File: config.mk
export PLATFORM = sky130hd
export DESIGN_NAME = eeprom_protect_cmd
export DESIGN_NICKNAME = d
export VERILOG_FILES = /design/src/include/eeprom_cmd_pkg.sv /design/src/verilog/cmd_object_array.sv /design/src/verilog/eeprom_protect_cmd.sv
export SDC_FILE = /design/constraint.sdc
export NUM_CORES = 1
export LEC_CHECK = 0
export ABC_CLOCK_PERIOD_IN_PS = 2000
export BUFFER_PORTS_ARGS = -buffer_cell sky130_fd_sc_hd__buf_2
export CAP_MARGIN = 25
export CORE_MARGIN = 2
export CORE_UTILIZATION = 35
export DETAILED_ROUTE_END_ITERATION = 8
export GPL_ROUTABILITY_DRIVEN = 0
export HOLD_SLACK_MARGIN = 0.12
export MAX_ROUTING_LAYER = met4
export PLACE_DENSITY = 0.58
export SYNTH_ARGS = -nofsm -noshare
export SYNTH_HDL_FRONTEND = slang
export SYNTH_SLANG_ARGS = --single-unit
export TNS_END_PERCENT = 100
File: constraint.sdc
create_clock -name SYS_CLK -period 2 [get_ports SYS_CLK]
set_input_delay 0.1 -clock SYS_CLK [delete_from_list [all_inputs] [get_ports SYS_CLK]]
set_output_delay 0.1 -clock SYS_CLK [all_outputs]
set_load 0.005 [all_outputs]
File: src/include/eeprom_cmd_pkg.sv
`default_nettype none
package eeprom_cmd_pkg;
    // Register indices; byte address is four times the index
    localparam logic [5:0] IDX_CMD_INDEX = 6'h02;
    localparam logic [5:0] IDX_STATUS    = 6'h06;
    localparam logic [5:0] IDX_PROTECT   = 6'h09;
    localparam logic [5:0] IDX_OPTION    = 6'h0a;
    localparam logic [5:0] IDX_RESERVED  = 6'h0b;
    localparam logic [5:0] IDX_CMD_HI    = 6'h0c;
    localparam logic [5:0] IDX_CMD_LO    = 6'h0d;
    // Field positions
    localparam int STAT_CMD_COMPLETE = 7;
    localparam int STAT_ACCESS_ERROR = 5;
    localparam int STAT_PROT_VIOL    = 4;
    localparam int PROT_OPEN_BIT     = 7;
    localparam int PROT_SIZE_W       = 6;
    localparam int INDEX_W           = 3;
    localparam int CMD_WORDS         = 6;
    // Configuration field addresses and fault values
    localparam logic [23:0] PROT_CFG_ADDR   = 24'hff_fe0d;
    localparam logic [23:0] OPTION_CFG_ADDR = 24'hff_fe0e;
    localparam logic [5:0]  PROT_FAULT_SIZE = 6'h3f;
    localparam logic [7:0]  OPTION_FAULT    = 8'hff;
    // Reset values held until the configuration read of their field returns
    localparam logic        PROT_OPEN_RST   = 1'h0;
    localparam logic [5:0]  PROT_SIZE_RST   = 6'h3f;
    localparam logic [7:0]  OPTION_RST      = 8'hff;
    // EEPROM window, sectors of 32 bytes
    localparam logic [23:0] EE_BASE         = 24'h10_0000;
    localparam int          EE_SECTOR_SHIFT = 5;
    // Command codes that alter the EEPROM
    localparam logic [7:0]  CMD_EE_BLOCK_ERASE  = 8'h09;
    localparam logic [7:0]  CMD_EE_PROGRAM      = 8'h11;
    localparam logic [7:0]  CMD_EE_SECTOR_ERASE = 8'h12;
    typedef enum logic [2:0] {
        LD_PROT_REQ,
        LD_PROT_WAIT,
        LD_OPT_REQ,
        LD_OPT_WAIT,
        LD_DONE
    } load_state_type;
endpackage
`default_nettype wire

File: src/verilog/cmd_object_array.sv
`timescale 1ns/100ps
`default_nettype none
module cmd_object_array #(
    parameter int WORDS = 6
) (
    input  wire logic               clk,
    input  wire logic               srst,
    input  wire logic [2:0]         index,
    input  wire logic               wr_hi,
    input  wire logic               wr_lo,
    input  wire logic [7:0]         wdata,
    input  wire logic               lock,
    input  wire logic               res_we,
    input  wire logic [2:0]         res_index,
    input  wire logic [15:0]        res_data,
    output logic      [15:0]        rd_word,
    output logic [WORDS-1:0][15:0]  words
);
    if (WORDS < 6 || WORDS > 8) begin : g_check
        $error("cmd_object_array: WORDS must be 6 to 8");
    end

    logic [15:0] mem      [WORDS];
    logic [15:0] next_mem [WORDS];

    ////////////////////////////////////////////////////////////////////////
    // Byte writes from software, word writes of results
    always_comb begin
        for (int i = 0; i < WORDS; i++) begin
            next_mem[i] = mem[i];
            if (res_we && res_index == 3'(i)) begin
                next_mem[i] = res_data;
            end else if (!lock && index == 3'(i)) begin
                if (wr_hi) next_mem[i][15:8] = wdata;
                if (wr_lo) next_mem[i][7:0] = wdata;
            end
        end
    end

    // Storage only
    always_ff @(posedge clk) begin
        for (int i = 0; i < WORDS; i++) begin
            if (srst) mem[i] <= 16'h0000;
            else mem[i] <= next_mem[i];
        end
    end

    ////////////////////////////////////////////////////////////////////////
    // Indexed read and flat view for the launch snapshot
    always_comb begin
        rd_word = 16'h0000;
        for (int i = 0; i < WORDS; i++) begin
            words[i] = mem[i];
            if (index == 3'(i)) rd_word = mem[i];
        end
    end
endmodule // cmd_object_array
`default_nettype wire

File: src/verilog/eeprom_protect_cmd.sv
// Function
// Normal mode: size writes must grow
// Normal mode: open bit only 1 to 0
// Open bit set means nothing protected
// Special mode: protection fields freely writable
// Reset loads protection byte from configuration
// Double fault at load: full protection
// Protected program/erase refused, violation flag set
// Block erase refused if any protected
// Protected range is (size+1) times 32 bytes
// Clearing open bit enables range protection
// Option register read only
// Reset loads option byte from configuration
// Double fault at load: option all ones
// Reserved register reads zero, ignores writes
// Six words, every byte readable and writable
// Writing one to complete flag launches
// Parameters locked until completion
// Results readable once complete flag returns
// Software sets index to words loaded
// Word 0 code and address high, data after
// Array writes ignored while busy
// Software clears error flags before launch
// Index selects the word accessed
//
// Decided for this implementation: register access over APB.
`timescale 1ns/100ps
`default_nettype none
module eeprom_protect_cmd (
    input  wire logic        SYS_CLK,
    input  wire logic        SRST,
    input  wire logic        MODE_SPECIAL,
    input  wire logic        PSEL,
    input  wire logic        PENABLE,
    input  wire logic        PWRITE,
    input  wire logic [7:0]  PADDR,
    input  wire logic [31:0] PWDATA,
    output logic      [31:0] PRDATA,
    output logic             PREADY,
    output logic             PSLVERR,
    output logic             CFG_REQ,
    output logic      [23:0] CFG_ADDR,
    input  wire logic [7:0]  CFG_DATA,
    input  wire logic        CFG_VALID,
    input  wire logic        CFG_DFAULT,
    output logic             CMD_START,
    output logic      [7:0]  CMD_CODE,
    output logic      [23:0] CMD_ADDR,
    output logic      [15:0] CMD_DATA0,
    output logic      [15:0] CMD_DATA1,
    output logic      [15:0] CMD_DATA2,
    output logic      [15:0] CMD_DATA3,
    output logic      [2:0]  CMD_WORD_COUNT,
    input  wire logic        CMD_DONE,
    input  wire logic        CMD_ACCESS_ERROR_FLAG,
    input  wire logic        RES_WE,
    input  wire logic [2:0]  RES_INDEX,
    input  wire logic [15:0] RES_DATA,
    output logic             CMD_IDLE,
    output logic             PROT_OPEN,
    output logic      [5:0]  PROT_SIZE
);
    ////////////////////////////////////////////////////////////////////////
    // Helpers

    // Register select from the word index of the bus address
    function automatic logic hit(input logic [7:0] addr, input logic [5:0] idx);
        return addr[7:2] == idx;
    endfunction

    // True when the address falls in the protected EEPROM range
    function automatic logic is_protected(input logic [23:0] addr,
                                          input logic open,
                                          input logic [5:0] size);
        logic [23:0] offset;
        offset = addr - eeprom_cmd_pkg::EE_BASE;
        if (open) return 1'b0;
        if (addr < eeprom_cmd_pkg::EE_BASE) return 1'b0;
        return (offset >> eeprom_cmd_pkg::EE_SECTOR_SHIFT) <= 24'(size);
    endfunction

    ////////////////////////////////////////////////////////////////////////
    // Mode pin synchroniser

    logic mode_meta;
    logic mode_special;

    // Strap pin is asynchronous to the bus clock
    always_ff @(posedge SYS_CLK) begin
        if (SRST) begin
            mode_meta    <= 1'b0;
            mode_special <= 1'b0;
        end else begin
            mode_meta    <= MODE_SPECIAL;
            mode_special <= mode_meta;
        end
    end

    ////////////////////////////////////////////////////////////////////////
    // Declarations

    eeprom_cmd_pkg::load_state_type load_state;
    eeprom_cmd_pkg::load_state_type next_load_state;
    logic        next_cfg_req;
    logic [23:0] next_cfg_addr;
    logic        next_prot_open;
    logic [5:0]  next_prot_size;
    logic [7:0]  option_byte;
    logic [7:0]  next_option_byte;
    logic        loaded;

    logic [31:0] next_prdata;
    logic        next_pready;
    logic        next_pslverr;
    logic        cmd_complete;
    logic        next_cmd_complete;
    logic        access_error;
    logic        next_access_error;
    logic        prot_viol;
    logic        next_prot_viol;
    logic [2:0]  cmd_index;
    logic [2:0]  next_cmd_index;
    logic        next_cmd_start;
    logic [7:0]  next_cmd_code;
    logic [23:0] next_cmd_addr;
    logic [15:0] next_cmd_data [4];
    logic [15:0] cmd_data      [4];
    logic [2:0]  next_cmd_word_count;

    logic        access;
    logic        fire_wr;
    logic        mapped;
    logic        wr_protect;
    logic        wr_status;
    logic        wr_hi;
    logic        wr_lo;
    logic        launch;
    logic        violation;
    logic [15:0] rd_word;
    logic [eeprom_cmd_pkg::CMD_WORDS-1:0][15:0] words;

    assign loaded = load_state == eeprom_cmd_pkg::LD_DONE;
    assign access = PSEL && PENABLE;
    // Writes take effect only at the edge that completes the transfer
    assign fire_wr = access && PREADY && PWRITE;
    assign wr_protect = fire_wr && hit(PADDR, eeprom_cmd_pkg::IDX_PROTECT);
    assign wr_status = fire_wr && hit(PADDR, eeprom_cmd_pkg::IDX_STATUS);
    assign wr_hi = fire_wr && hit(PADDR, eeprom_cmd_pkg::IDX_CMD_HI);
    assign wr_lo = fire_wr && hit(PADDR, eeprom_cmd_pkg::IDX_CMD_LO);
    assign mapped = hit(PADDR, eeprom_cmd_pkg::IDX_CMD_INDEX)
                 || hit(PADDR, eeprom_cmd_pkg::IDX_STATUS)
                 || hit(PADDR, eeprom_cmd_pkg::IDX_PROTECT)
                 || hit(PADDR, eeprom_cmd_pkg::IDX_OPTION)
                 || hit(PADDR, eeprom_cmd_pkg::IDX_RESERVED)
                 || hit(PADDR, eeprom_cmd_pkg::IDX_CMD_HI)
                 || hit(PADDR, eeprom_cmd_pkg::IDX_CMD_LO);

    ////////////////////////////////////////////////////////////////////////
    // Command object storage

    cmd_object_array #(
        .WORDS(eeprom_cmd_pkg::CMD_WORDS)
    ) u_array (
        .clk      (SYS_CLK),
        .srst     (SRST),
        .index    (cmd_index),
        .wr_hi    (wr_hi),
        .wr_lo    (wr_lo),
        .wdata    (PWDATA[7:0]),
        .lock     (!cmd_complete),
        .res_we   (RES_WE),
        .res_index(RES_INDEX),
        .res_data (RES_DATA),
        .rd_word  (rd_word),
        .words    (words)
    );

    ////////////////////////////////////////////////////////////////////////
    // Configuration load and protection register

    // Two phrase reads after reset, then software owns the protection
    always_comb begin
        next_load_state  = load_state;
        next_cfg_req     = 1'b0;
        next_cfg_addr    = CFG_ADDR;
        next_prot_open   = PROT_OPEN;
        next_prot_size   = PROT_SIZE;
        next_option_byte = option_byte;
        unique case (load_state)
            eeprom_cmd_pkg::LD_PROT_REQ: begin
                next_cfg_req    = 1'b1;
                next_cfg_addr   = eeprom_cmd_pkg::PROT_CFG_ADDR;
                next_load_state = eeprom_cmd_pkg::LD_PROT_WAIT;
            end
            eeprom_cmd_pkg::LD_PROT_WAIT: begin
                if (CFG_VALID) begin
                    if (CFG_DFAULT) begin
                        next_prot_open = 1'b0;
                        next_prot_size = eeprom_cmd_pkg::PROT_FAULT_SIZE;
                    end else begin
                        next_prot_open = CFG_DATA[eeprom_cmd_pkg::PROT_OPEN_BIT];
                        next_prot_size = CFG_DATA[5:0];
                    end
                    next_load_state = eeprom_cmd_pkg::LD_OPT_REQ;
                end
            end
            eeprom_cmd_pkg::LD_OPT_REQ: begin
                next_cfg_req    = 1'b1;
                next_cfg_addr   = eeprom_cmd_pkg::OPTION_CFG_ADDR;
                next_load_state = eeprom_cmd_pkg::LD_OPT_WAIT;
            end
            eeprom_cmd_pkg::LD_OPT_WAIT: begin
                if (CFG_VALID) begin

                    next_option_byte = CFG_DFAULT ? eeprom_cmd_pkg::OPTION_FAULT : CFG_DATA;
                    next_load_state  = eeprom_cmd_pkg::LD_DONE;
                end
            end
            eeprom_cmd_pkg::LD_DONE: begin
                if (wr_protect) begin
                    if (mode_special) begin
                        next_prot_open = PWDATA[eeprom_cmd_pkg::PROT_OPEN_BIT];
                        next_prot_size = PWDATA[5:0];
                    end else begin
                        // Protection may only be added
                        next_prot_open = PROT_OPEN && PWDATA[eeprom_cmd_pkg::PROT_OPEN_BIT];
                        if (PWDATA[5:0] > PROT_SIZE) next_prot_size = PWDATA[5:0];
                    end
                end
            end
        endcase
    end

    // Fail safe values until each configuration read returns
    always_ff @(posedge SYS_CLK) begin
        if (SRST) begin
            load_state  <= eeprom_cmd_pkg::LD_PROT_REQ;
            CFG_REQ     <= 1'b0;
            CFG_ADDR    <= 24'h00_0000;
            PROT_OPEN   <= eeprom_cmd_pkg::PROT_OPEN_RST;
            PROT_SIZE   <= eeprom_cmd_pkg::PROT_SIZE_RST;
            option_byte <= eeprom_cmd_pkg::OPTION_RST;
        end else begin
            load_state  <= next_load_state;
            CFG_REQ     <= next_cfg_req;
            CFG_ADDR    <= next_cfg_addr;
            PROT_OPEN   <= next_prot_open;
            PROT_SIZE   <= next_prot_size;
            option_byte <= next_option_byte;
        end
    end

    ////////////////////////////////////////////////////////////////////////
    // Bus answer, status flags and command launch

    assign launch = wr_status && PWDATA[eeprom_cmd_pkg::STAT_CMD_COMPLETE] && cmd_complete;

    // Checked against the words as they stand at launch
    always_comb begin
        violation = 1'b0;
        unique case (words[0][15:8])
            eeprom_cmd_pkg::CMD_EE_PROGRAM,
            eeprom_cmd_pkg::CMD_EE_SECTOR_ERASE:
                violation = is_protected({words[0][7:0], words[1]}, PROT_OPEN, PROT_SIZE);
            eeprom_cmd_pkg::CMD_EE_BLOCK_ERASE:
                violation = !PROT_OPEN;
            default:
                violation = 1'b0;
        endcase
    end

    always_comb begin
        next_pready         = access && !PREADY && loaded;
        next_pslverr        = access && !PREADY && loaded && !mapped;
        next_prdata         = PRDATA;
        next_cmd_complete   = cmd_complete;
        next_access_error   = access_error;
        next_prot_viol      = prot_viol;
        next_cmd_index      = cmd_index;
        next_cmd_start      = 1'b0;
        next_cmd_code       = CMD_CODE;
        next_cmd_addr       = CMD_ADDR;
        next_cmd_word_count = CMD_WORD_COUNT;
        for (int i = 0; i < 4; i++) next_cmd_data[i] = cmd_data[i];
        // Read data is captured as the answer is raised
        if (access && !PREADY && loaded && !PWRITE) begin
            next_prdata = 32'h0000_0000;
            if (hit(PADDR, eeprom_cmd_pkg::IDX_STATUS)) begin
                next_prdata[eeprom_cmd_pkg::STAT_CMD_COMPLETE] = cmd_complete;
                next_prdata[eeprom_cmd_pkg::STAT_ACCESS_ERROR] = access_error;
                next_prdata[eeprom_cmd_pkg::STAT_PROT_VIOL]    = prot_viol;
            end else if (hit(PADDR, eeprom_cmd_pkg::IDX_CMD_INDEX)) begin
                next_prdata[2:0] = cmd_index;
            end else if (hit(PADDR, eeprom_cmd_pkg::IDX_PROTECT)) begin
                next_prdata[eeprom_cmd_pkg::PROT_OPEN_BIT] = PROT_OPEN;
                next_prdata[5:0] = PROT_SIZE;
            end else if (hit(PADDR, eeprom_cmd_pkg::IDX_OPTION)) begin
                next_prdata[7:0] = option_byte;
            end else if (hit(PADDR, eeprom_cmd_pkg::IDX_RESERVED)) begin
                next_prdata[7:0] = 8'h00;
            end else if (hit(PADDR, eeprom_cmd_pkg::IDX_CMD_HI)) begin
                // Results hidden while the controller owns the array
                next_prdata[7:0] = cmd_complete ? rd_word[15:8] : 8'h00;
            end else if (hit(PADDR, eeprom_cmd_pkg::IDX_CMD_LO)) begin
                next_prdata[7:0] = cmd_complete ? rd_word[7:0] : 8'h00;
            end
        end
        if (fire_wr && hit(PADDR, eeprom_cmd_pkg::IDX_CMD_INDEX)) begin
            next_cmd_index = PWDATA[2:0];
        end
        // Write one clears; a set in the same cycle wins
        if (wr_status && PWDATA[eeprom_cmd_pkg::STAT_ACCESS_ERROR]) next_access_error = 1'b0;
        if (wr_status && PWDATA[eeprom_cmd_pkg::STAT_PROT_VIOL]) next_prot_viol = 1'b0;
        if (CMD_ACCESS_ERROR_FLAG) next_access_error = 1'b1;
        // Stale error flags block a launch
        if (launch && !access_error && !prot_viol) begin
            if (violation) begin
                next_prot_viol = 1'b1;
            end else begin
                next_cmd_complete   = 1'b0;
                next_cmd_start      = 1'b1;
                next_cmd_code       = words[0][15:8];
                next_cmd_addr       = {words[0][7:0], words[1]};
                next_cmd_word_count = cmd_index;
                for (int i = 0; i < 4; i++) next_cmd_data[i] = words[i+2];
            end
        end
        if (CMD_DONE && !cmd_complete) next_cmd_complete = 1'b1;
    end

    // Idle after reset, command object unlocked
    always_ff @(posedge SYS_CLK) begin
        if (SRST) begin
            PRDATA         <= 32'h0000_0000;
            PREADY         <= 1'b0;
            PSLVERR        <= 1'b0;
            cmd_complete   <= 1'b1;
            access_error   <= 1'b0;
            prot_viol      <= 1'b0;
            cmd_index      <= 3'h0;
            CMD_START      <= 1'b0;
            CMD_CODE       <= 8'h00;
            CMD_ADDR       <= 24'h00_0000;
            CMD_WORD_COUNT <= 3'h0;
            for (int i = 0; i < 4; i++) cmd_data[i] <= 16'h0000;
        end else begin
            PRDATA         <= next_prdata;
            PREADY         <= next_pready;
            PSLVERR        <= next_pslverr;
            cmd_complete   <= next_cmd_complete;
            access_error   <= next_access_error;
            prot_viol      <= next_prot_viol;
            cmd_index      <= next_cmd_index;
            CMD_START      <= next_cmd_start;
            CMD_CODE       <= next_cmd_code;
            CMD_ADDR       <= next_cmd_addr;
            CMD_WORD_COUNT <= next_cmd_word_count;
            for (int i = 0; i < 4; i++) cmd_data[i] <= next_cmd_data[i];
        end
    end

    // Flop outputs under their own names
    assign CMD_IDLE  = cmd_complete;
    assign CMD_DATA0 = cmd_data[0];
    assign CMD_DATA1 = cmd_data[1];
    assign CMD_DATA2 = cmd_data[2];
    assign CMD_DATA3 = cmd_data[3];
endmodule // eeprom_protect_cmd
`default_nettype wire

Word level (Yosys, flattened, before mapping) --
Memory sizes are Yosys's and may differ from the RTL's. Index checks and enable logic that the tools add are counted.
Storage, ports and cells: bits in registers 97, latch bits 0, RAM bits 160, memory bits (read-only) 0, input bits 78, output and inout port bits 167, word-level logic and storage cells 219, memories 2
Memory list:
- u_array.mem | words 6, bits a word 16, rd ports 6, clocked after Yosys merged registers in 0, write ports 6, RTL line cmd_object_array.sv:23 | logic [15:0] mem [WORDS];
- cmd_data | words 4, bits a word 16, rd ports 4, clocked after Yosys merged registers in 0, write ports 4, RTL line eeprom_protect_cmd.sv:127 | logic [15:0] cmd_data [4];
Operators by class: $add $sub $neg 1, multipliers 0, div/mod/pow operators 0, order comparisons 3, eq/ne operators 28, shift-type cells 0, mux-type cells 93, bitwise operators 12, reductions and logical operators 61
Operators by type and width (count):
- two-way mux 16 bit | 28
- two-way mux 8 bit | 19
- two-way mux 64 bit | 2
- case mux 24 bit (2 select lines) | 1
- two-way mux 6 bit | 6
- logical AND 1 bit | 32
- equality test 6 x 4 -> 1 bit (second input constant) | 5
- two-way mux 1 bit | 27
- less-than comparator 24 x 21 -> 1 bit (second input constant) | 1
- subtractor 24 x 21 -> 24 bit (second input constant) | 1
- <= comparator 19 x 6 -> 1 bit | 1
- equality test 3 x 2 -> 1 bit (second input constant) | 6
- equality test 8 x 5 -> 1 bit (second input constant) | 2
- equality test 3 bit (second input constant) | 5
- case mux 3 bit (4 select lines) | 1
- case mux 6 bit (2 select lines) | 1
- OR 1 bit | 10
- equality test 3 x 1 -> 1 bit (second input constant) | 3
- logical NOT 3 bit | 3
- two-way mux 3 bit | 3
- equality test 8 x 4 -> 1 bit (second input constant) | 1
- OR reduction 2 bit | 4
- logical NOT 1 bit | 7
- equality test 6 x 2 -> 1 bit (second input constant) | 1
- other kinds (16) | 28

Logic depth before layout (Yosys ltp) --
Gate-level depths: netlist of the first run.
depth after elaboration 15, gate-level depth with buffers 10, gate-level depth less buffers 8

By module --
Synthesis of the first run repeated with hierarchy kept, for this count alone.
Second synthesis, totals: cell total of the unflattened synthesis 1492, area total of the unflattened synthesis 12963.7 µm²
By module, submodules not included:
- eeprom_protect_cmd | times used 1, cells each 756, area an instance 7036.7 µm²
- cmd_object_array | times used 1, cells each 736, area an instance 5926.9 µm²

Worst setup path before layout of the first run --
No wires, ideal clock.
path kind register to register, start reg PROT_SIZE[5], end reg CMD_WORD_COUNT[2], data arrival time 1957 ps, data required time 1882 ps, slack -76 ps, stages on the path, launching flop included 10, cell sequence dfxtp_1 -> inv_1 -> ha_1 -> a2111oi_0 -> nand3_1 -> o211ai_1 -> a21boi_2 -> buf_8 -> buf_12 -> mux2i_1
Between the ends: word-level cells in the longest chain between the ends 6
Ends and longest elaborated chain:
- start, declared | RTL line eeprom_protect_cmd.sv:61 | output logic [5:0] PROT_SIZE
- start signal, assigned | RTL line eeprom_protect_cmd.sv:241 | PROT_SIZE <= eeprom_cmd_pkg::PROT_SIZE_RST;
- start signal, assigned | RTL line eeprom_protect_cmd.sv:248 | PROT_SIZE <= next_prot_size;
- <= comparator 19 x 6 -> 1 bit | RTL line eeprom_protect_cmd.sv:79 | return (offset >> eeprom_cmd_pkg::EE_SECTOR_SHIFT) <= 24'(size);
- two-way mux 1 bit | RTL line eeprom_protect_cmd.sv:79
- two-way mux 1 bit | RTL line eeprom_protect_cmd.sv:78 | if (addr < eeprom_cmd_pkg::EE_BASE) return 1'b0;
- case mux 1 bit (2 select lines) | RTL line eeprom_protect_cmd.sv:261 | unique case (words[0][15:8])
- inverter 1 bit (no line)
- AND reduction 2 bit (no line)
- end signal, assigned | RTL line eeprom_protect_cmd.sv:357 | CMD_WORD_COUNT <= next_cmd_word_count;
- end, declared | RTL line eeprom_protect_cmd.sv:53 | output logic [2:0] CMD_WORD_COUNT,
No other way between the ends. A chain may end at the register's enable or synchronous reset.

==> impl_metrics.toml, run 1 <==
[power]
p_total_mw = 11.0
p_leak_nw = 6.30
irDropWorstVdd_mv = 0.580
p_per_area_nw_per_um2 = 669

[cells_and_area]
utilization_pct = 47.2
layout-drive-gt1-share_pct = 29.0
antenna_cells = 0
layout_commonest_cell = "dfxtp_1"
final_cell_mix = "dfxtp_1, nand2b_1, buf_2, mux2i_1, buf_4"
finish.instance_area_um2 = 16400
syn2layout_area_growth_pct = 32.4
nFillCells = 3376
final_nets = 1762

[grt]
grt_pass1_wl_um = 65800
grt_usage_pct = 24.1
overflow = 0
antenna_found_initial = 0
grt_max_degree = 92
grt_pass1_vias = 10900

[run_status]
status = "finished with violations"
violations = "setup timing"

[drt]
drc = 0
routedWlPerCell_um = 20.7
dr.first_iter.drc_count = 852
drt_pre_antenna_iters = 5
wl_um = 44400
viasPerCell = 5.28
drtAntennaViolNets = 0
dr_total_vias = 11300

[clocking]
cts_tree = "built"
insertion_delay_ps = 540
clk_pin_slew_worst_paths_ps = 60
htreeDepth = 1
cts.sinks = 236
numCtsBuffers = 27
cts_root_buffer = "clkbuf_16"
clockBufferDepth = 3

[yosys]
yosysSeqAreaShare_pct = 38.2
synth_top_area_cell = "dfxtp_1"
netlist_instances = 1352
synth_area_per_cell_um2 = 9.15
synth-edff-count = 0
synth-seq-cells = 236
synth-main-ff-cell = "dfxtp_1"
synth_top_area_share_pct = 38.2
synthTopCellsByArea = "dfxtp_1, mux2i_1, nand2b_1, nor2_1, a211oi_1"
synthDistinctLibCells = 72
synthArstFlopShare_pct = 0
yosysWarnings = 0
syn-cell-area_um2 = 12400

[timing]
max_clock_freq_ghz = 0.453
relSlewSlack_pct = 59.6
tns_ps = -14920
worstMarginPinSlew_ps = 606
rsz0062_at_grt = "yes"
finalSetupViolations = 101
skew_ps = 7.05
setup_ws_ps = -208
min_period_over_period_pct = 110
finalHoldViolations = 0
post-route-min-period_ps = 2210
maxSlewViolCount = 0

[critical_path]
critPathLaunch = "u_array.mem[0][4]"
cp_slowest_cell = "dfxtp_4"
end_kind = "register"
slowest_delay_ps = 390
critical_path_class = "reg -> reg"
worstPathArrival_ps = 2640
cp_cell_sequence = "inv_2 -> ha_4 -> xor2_1 -> nor4b_2 -> a21oi_1 -> nor2_2 -> a21boi_4 -> buf_4 -> buf_8 -> buf_6 -> clkbuf_16 -> mux2i_1"
crit_buf_inv = 5
worstPathRequired_ps = 2430
start_kind = "register"
reg2reg_from = "u_array.mem[0][4]"
crit_fanout = 5
cp_top_family = "buffers and inverters"

[die]
start_util_pct = 35.6
dieWidth_um = 192
core_area_um2 = 34700
fp.dieH_um = 192
ios = 245
dieArea_um2 = 36900
num_rows = 68

[placed_design]
place_area_um2 = 14400
port_buffers = 189
pre_cts_ws_ps = -203
dp_hpwl_um = 31300

[job]
drv_cap = 0

[min_path]
min_path_type = "in -> reg"
worstHoldStart = "PADDR[3]"
[cell families (layout without fill, tap and decap cells)]
family	count (synthesis)	count (layout)	share of synthesized area, %
other	1	29	0.0303
and+or+nand+nor	519	519	22.4
buffers and inverters	167	476	8.23
adders and majority gates	15	15	1.52
xor gates and xnor gates	4	4	0.283
DFF	236	236	38.2
muxes	195	195	16.7
AOI/OAI and AO/OA	215	215	12.6
[metal layers]
layer	up-vias	GRT usage, %	routed length [um]
met5	-	-	0
met4	0	10.2	2190
met3	125	2.91	3290
met2	518	38.7	20700
met1	5361	30.6	18200
li1	5315	-	-
[where the power goes]
group          leakage, nW  internal (mW)  switching (mW)  total [mW]
Sequential            1.91           4.78          0.0982        4.88
Clock                0.451           3.05            2.07        5.12
Combinational         3.94          0.411           0.543       0.953
Total                 6.30           8.25            2.71        11.0
[worst reg2reg max path, cell delays in order (launching register included)]
cell and delay (ps):
dfxtp_4 390, inv_2 50, ha_4 150, xor2_1 140
nor4b_2 280, a21oi_1 120, nor2_2 210, a21boi_4 80
buf_4 140, buf_8 130, buf_6 140, clkbuf_16 150
mux2i_1 110
[synth_stat cells (all sizes together) (22+ instances only)]
cell / count
nor2: 139
a21oi: 50
nand2: 76
nand3: 38
buf: 73
nor3: 22
a311oi: 26
a211oi: 67
clkbuf: 77
dfxtp: 236
nand2b: 202
mux2i: 185
[through the flow]
step	std cells	hold slack [ps]
floorplan	1380	217
detailed placement	2030	329
global route	2144	138
global placement	2030	334
CTS	2135	125
finish	2144	145
[state kept, by name, indices dropped and copies added (netlist names), 6 cells and up]
name         count
CMD_ADDR        24
PRDATA           8
cmd_data        64
CMD_CODE         8
option_byte      8
PROT_SIZE        6
u_array.mem     96
[repair_timing]
item | in CTS | in global routing
pin swaps | 14 | 16
setup buffers | 5 | 10
gates cloned | 6 | 2
hold buffers | 45 | 0
gates resized for setup | 38 | 44
setup endpoints to repair | 137 | 168
endpoints found under the hold margin | 126 | 0
[worst paths after layout]
kind	endpoint	slack, ps	depth (start not counted)
max	cmd_data[2][12]	-210	12
min	PSLVERR	150	4
max reg2reg	cmd_data[2][12]	-210	12
min reg2reg	mode_special	460	1
[layout make-up]
type | count | area [um^2] | area share (%)
Multi-Input combinational cell | 977 | 6990 | 42.7
Timing Repair Buffer | 410 | 3090 | 18.9
Inverter | 17 | 68.8 | 0.420
Tap cell | 455 | 569 | 3.48
Clock inverter | 14 | 161 | 0.985
Sequential cell | 236 | 4740 | 28.9
Clock buffer | 35 | 756 | 4.61
Note: power is estimated with default switching activity, not from simulation.
==> run 2, diff against run 1 <==
- ABC_CLOCK_PERIOD_IN_PS: 2000 -> 2600
- PLACE_DENSITY: 0.58 -> 0.56
- clock period: 2 -> 2.6 ns (I/O delays scaled with it)
==> run 2 against run 1 <==
Net effect: the run now ends clean; combinational power fell by 32%; maximum frequency is 9.2% lower; critical path depth shrank 3; die area unchanged; register-to-register slack gained 380 ps; setup slack improved by 380 ps; sequential share of layout area up 2.6 points; global-route usage decreased by 1.4 points; core utilization fell by 4.0 points; clock power is 21% lower; cell count fell by 5.3%; non-clock buffer count fell by 114.
==> impl_metrics.toml, run 2 (synthesized netlist as in run 1, its figures left out) <==
[critical_path]
start_kind = "register"
critical_path_class = "reg -> reg"
reg2reg_from = "PROT_SIZE[1]"
worstPathRequired_ps = 3060
reg2reg_depth = 9
worstPathArrival_ps = 2890
crit_fanout = 57
critPathLaunch = "PROT_SIZE[1]"
worstReg2RegEnd = "cmd_data[1][13]"
r2r_slack_ps = 170
end_kind = "register"

[cells_and_area]
syn2layout_area_growth_pct = 21.1
fin_cells = 2030
layout_commonest_cell = "dfxtp_1"
layout-drive-gt1-share_pct = 21.0
regMostFlops = "u_array.mem"
largest_register_ffs = 96
reg.largest.list = "u_array.mem (96), cmd_data (64), CMD_ADDR (24)"
final_cell_mix = "dfxtp_1, nand2b_1, buf_2, mux2i_1, nor2_1"
antenna_cells = 0
nFillCells = 3435
final_nets = 1649

[job]
drv_cap = 0

[timing]
skew_ps = 13.8
rsz0062_at_grt = "yes"
holdWs_ps = 110
maxSlewViolCount = 0
finalHoldViolations = 0
finalSetupViolations = 0
max_clock_freq_ghz = 0.411
worstMarginPinSlew_ps = 1040
setup_ws_ps = 169
min_period_over_period_pct = 93.5
post-route-min-period_ps = 2430
relSlewSlack_pct = 30.6

[clocking]
htreeDepth = 1
cts_setup_buffers = 0
clockBufferDepth = 3
cts_root_buffer = "clkbuf_16"
cts_tree = "built"
insertion_delay_ps = 540
clk_pin_slew_worst_paths_ps = 60
numCtsBuffers = 28
cts.sinks = 236

[grt]
use_met1_pct = 29.5
grt-busiest-layer = "met2"
antenna_found_initial = 0
grt_pass1_wl_um = 62300
grt_pass1_vias = 10200
grt_usage_pct = 22.7
use_met2_pct = 36.4
grt_max_degree = 149
grtUsageMet3_pct = 2.76
overflow = 0

[drt]
drc = 0
routedWlPerCell_um = 20.5
wl_um = 41600
dr.first_iter.drc_count = 829
dr_total_vias = 10700
drt_pre_antenna_iters = 5
drtAntennaViolNets = 0
viasPerCell = 5.29

[placed_design]
port_buffers = 189
placed_cells = 1938
dp_hpwl_um = 29700
pre_cts_ws_ps = 219

[die]
ios = 245
fp.dieH_um = 192
dieWidth_um = 192
start_util_pct = 35.6
core_area_um2 = 34700
dieArea_um2 = 36900
num_rows = 68

[power]
p_leak_nw = 5.65
irDropWorstVdd_mv = 0.463
p_per_area_nw_per_um2 = 563

[run_status]
status = "finished clean"

[min_path]
min_path_type = "in -> reg"
worstHoldStart = "CFG_DFAULT"
worstHoldPathCells = 4
hold_path_end = "option_byte[3]"
run 2: changes by cell type in the layout (fill, tap and decap cells not counted), moves of 5 or more:
cell | previous run | this run
inv_2 | 5 | 0
ha_1 | 7 | 15
ha_4 | 7 | 0
buf_16 | 7 | 0
buf_6 | 9 | 0
buf_4 | 145 | 59
dfxtp_1 | 227 | 234
buf_12 | 11 | 5
dfxtp_2 | 7 | 2
inv_1 | 9 | 16
run 2: layout make-up:
| class | instances | area (um^2) | area share (%) |
|---|---|---|---|
| Timing Repair Buffer | 296 | 1930 | 12.9 |
| Clock buffer | 40 | 847 | 5.66 |
| Tap cell | 455 | 569 | 3.80 |
| Inverter | 17 | 63.8 | 0.426 |
| Clock inverter | 9 | 100 | 0.668 |
| Multi-Input combinational cell | 977 | 6740 | 45.0 |
| Sequential cell | 236 | 4730 | 31.6 |
run 2: timing repair:
action / CTS / global route
hold endpoints to repair: 125 / 0
resized for setup: 0 / 1
hold buffers: 43 / 0
endpoints found under the setup margin: 0 / 15
run 2: worst max-delay path by stage:
stage                   endpoint  slack (ps)  depth (start not counted)
2_1_floorplan  CMD_WORD_COUNT[2]         520                          9
3_3_place_gp     cmd_data[1][14]         240                          8
3_5_place_dp   u_array.mem[2][8]         220                          7
4_1_cts        u_array.mem[5][6]          20                          6
5_1_grt           cmd_data[0][2]         -10                          9
6_report         cmd_data[1][13]         170                          9
run 2: per-layer routing:
layer / vias to the layer above / wire length [um]
met2: 375 / 19500
met5: - / 0
li1: 5094 / -
met3: 100 / 2420
met4: 0 / 1470
met1: 5179 / 18300
run 2: power breakdown:
group / switching, mW / internal [mW] / total [mW]
clock: 1.58 / 2.44 / 4.02
sequential: 0.0838 / 3.68 / 3.77
combinational: 0.377 / 0.272 / 0.649
total: 2.04 / 6.40 / 8.43
run 2: metrics by stage:
stage / instance area (um^2) / power (mW) / utilization, % / setup TNS (ps)
global placement: 13600 / 4.43 / 39.2 / 0
CTS: 15000 / 8.50 / 43.1 / 0
floorplan: 12500 / 4.20 / - / 0
detailed placement: 13600 / 4.43 / 39.2 / 0
global route: 15000 / 8.73 / 43.1 / -12.6
finish: 15000 / 8.43 / 43.1 / 0
run 2: worst max-delay path: stages (launching register included):
cell and delay (ps):
dfxtp_1 440, inv_1 150, ha_1 320, nor2b_1 130, o21bai_1 70, a21oi_1 130
o211ai_1 190, a21boi_4 250, buf_12 360, mux2i_1 240
==> run 3, diff against run 2 <==
==> constraint.sdc (replaced) <==
create_clock -name SYS_CLK -period 2.6 [get_ports SYS_CLK]
set_input_delay 0.26 -clock SYS_CLK [delete_from_list [all_inputs] [get_ports SYS_CLK]]
set_output_delay 0.26 -clock SYS_CLK [all_outputs]
set_load 0.005 [all_outputs]
==> run 3 against run 2 <==
Net effect: core utilization fell by 0.66 points; sequential power barely moved; clock skew barely moved; power fell by 2.7%; maximum frequency rose by 0.54%; largest power group unchanged.
==> impl_metrics.toml, run 3 (synthesized netlist as in run 1, its figures left out) <==
[drt]
drtAntennaViolNets = 0
drt_pre_antenna_iters = 7
routedWlPerCell_um = 20.4
dr_total_vias = 10700
wl_um = 41100
drc = 0
dr.first_iter.drc_count = 910
viasPerCell = 5.29

[timing]
finalSetupViolations = 0
skew_ps = 13.9
rsz0062_at_grt = "no"
relSlewSlack_pct = 29.7
post-route-min-period_ps = 2420
worstMarginPinSlew_ps = 1050
holdWs_ps = 152
max_clock_freq_ghz = 0.414
tns_ps = 0
min_period_over_period_pct = 93.0
finalHoldViolations = 0
maxSlewViolCount = 0

[die]
fp.dieH_um = 192
ios = 245
dieWidth_um = 192
core_area_um2 = 34700
dieArea_um2 = 36900
start_util_pct = 35.6
num_rows = 68

[critical_path]
reg2reg_depth = 5
crit_fanout = 22
start_kind = "register"
worstReg2RegEnd = "u_array.mem[2][10]"
critical_path_class = "reg -> reg"
end_kind = "register"
r2r_slack_ps = 180
reg2reg_from = "cmd_index[2]"
worstPathRequired_ps = 2960
critPathLaunch = "cmd_index[2]"
worstPathArrival_ps = 2780

[run_status]
status = "finished clean"

[cells_and_area]
final-seq-area_um2 = 4730
reg.largest.list = "u_array.mem (96), cmd_data (64), CMD_ADDR (24)"
finish.instance_area_um2 = 14700
regMostFlops = "u_array.mem"
multi_input_area_um2 = 6740
antenna_cells = 0
nFillCells = 3507
final_cell_mix = "dfxtp_1, nand2b_1, buf_2, mux2i_1, nor2_1"
layout-drive-gt1-share_pct = 20.7
layout_commonest_cell = "dfxtp_1"
syn2layout_area_growth_pct = 19.2
final_nets = 1632
largest_register_ffs = 96

[grt]
grt_pass1_vias = 10100
grt_max_degree = 134
grt_usage_pct = 22.6
overflow = 0
grt_pass1_wl_um = 62000
antenna_found_initial = 0

[min_path]
min_path_type = "in -> reg"
hold_path_end = "PSLVERR"
worstHoldPathCells = 4
worstHoldStart = "PADDR[3]"

[placed_design]
port_buffers = 189
dp_hpwl_um = 29600
place_area_um2 = 13600

[power]
p_total_mw = 8.20
p_leak_nw = 5.53
irDropWorstVdd_mv = 0.408
p_per_area_nw_per_um2 = 556

[clocking]
clockBufferDepth = 3
cts_tree = "built"
cts.sinks = 236
insertion_delay_ps = 540
clk_pin_slew_worst_paths_ps = 60
numCtsBuffers = 27
cts_setup_buffers = 0
htreeDepth = 1
cts_root_buffer = "clkbuf_16"

[job]
drv_cap = 0
-- run 3: changes by cell type in the layout (fill, tap and decap cells not counted) --
cell           delta
clkbuf_8          -3
dfxtp_2           -1
clkinv_4          +2
clkbuf_1          +4
clkinvlp_4        -2
clkbuf_16         -2
buf_4             -2
dfxtp_1           +1
dlygate4sd3_1    -14
-- run 3: worst max-delay path by stage --
stage                         endpoint  slack (ps)  depth (start not counted)
finish              u_array.mem[2][10]         180                          5
global route        u_array.mem[2][11]          30                          7
CTS                    cmd_data[1][13]         210                          8
detailed placement  u_array.mem[2][13]         210                          8
global placement    u_array.mem[2][15]         230                          8
floorplan            CMD_WORD_COUNT[2]         520                          9
-- run 3: metal layers --
metal	vias to the layer above	GRT usage, %	share of wire [%]
met3	80	2.10	5.7
li1	5053	-	-
met1	5150	29.7	44
met2	371	36.1	47
met4	0	8.16	3.6
met5	-	-	0
-- run 3: worst max-delay path, stage by stage (launching register included) --
cell	delay [ps]
dfxtp_1	560
nand2b_1	450
nor2_1	600
nand2_1	370
nand2_1	160
a311oi_1	100
-- run 3: metrics by stage --
step / setup slack, ps / instances / utilization (%)
after CTS: 211 / 2013 / 42.5
final: 182 / 2013 / 42.5
after detailed placement: 205 / 1936 / 39.1
after global routing: 27.2 / 2013 / 42.5
after global placement: 227 / 1936 / 39.1
after floorplan: 524 / 1380 / -
-- run 3: final cells by class --
cell class	instances	area share, %
multi-input combinational	977	45.7
sequential	236	32.1
timing repair buffer	280	12.0
clock buffer	39	5.23
tap	455	3.86
clock inverter	9	0.696
inverter	17	0.433
-- run 3: report_power, final --
group	internal [mW]	switching (mW)	total [mW]
sequential	3.68	0.0829	3.77
combinational	0.260	0.372	0.632
clock	2.25	1.56	3.80
-- run 3: repair_timing --
item	CTS	global route
hold endpoints to repair	77	0
resized for setup	0	0
hold buffers	29	0
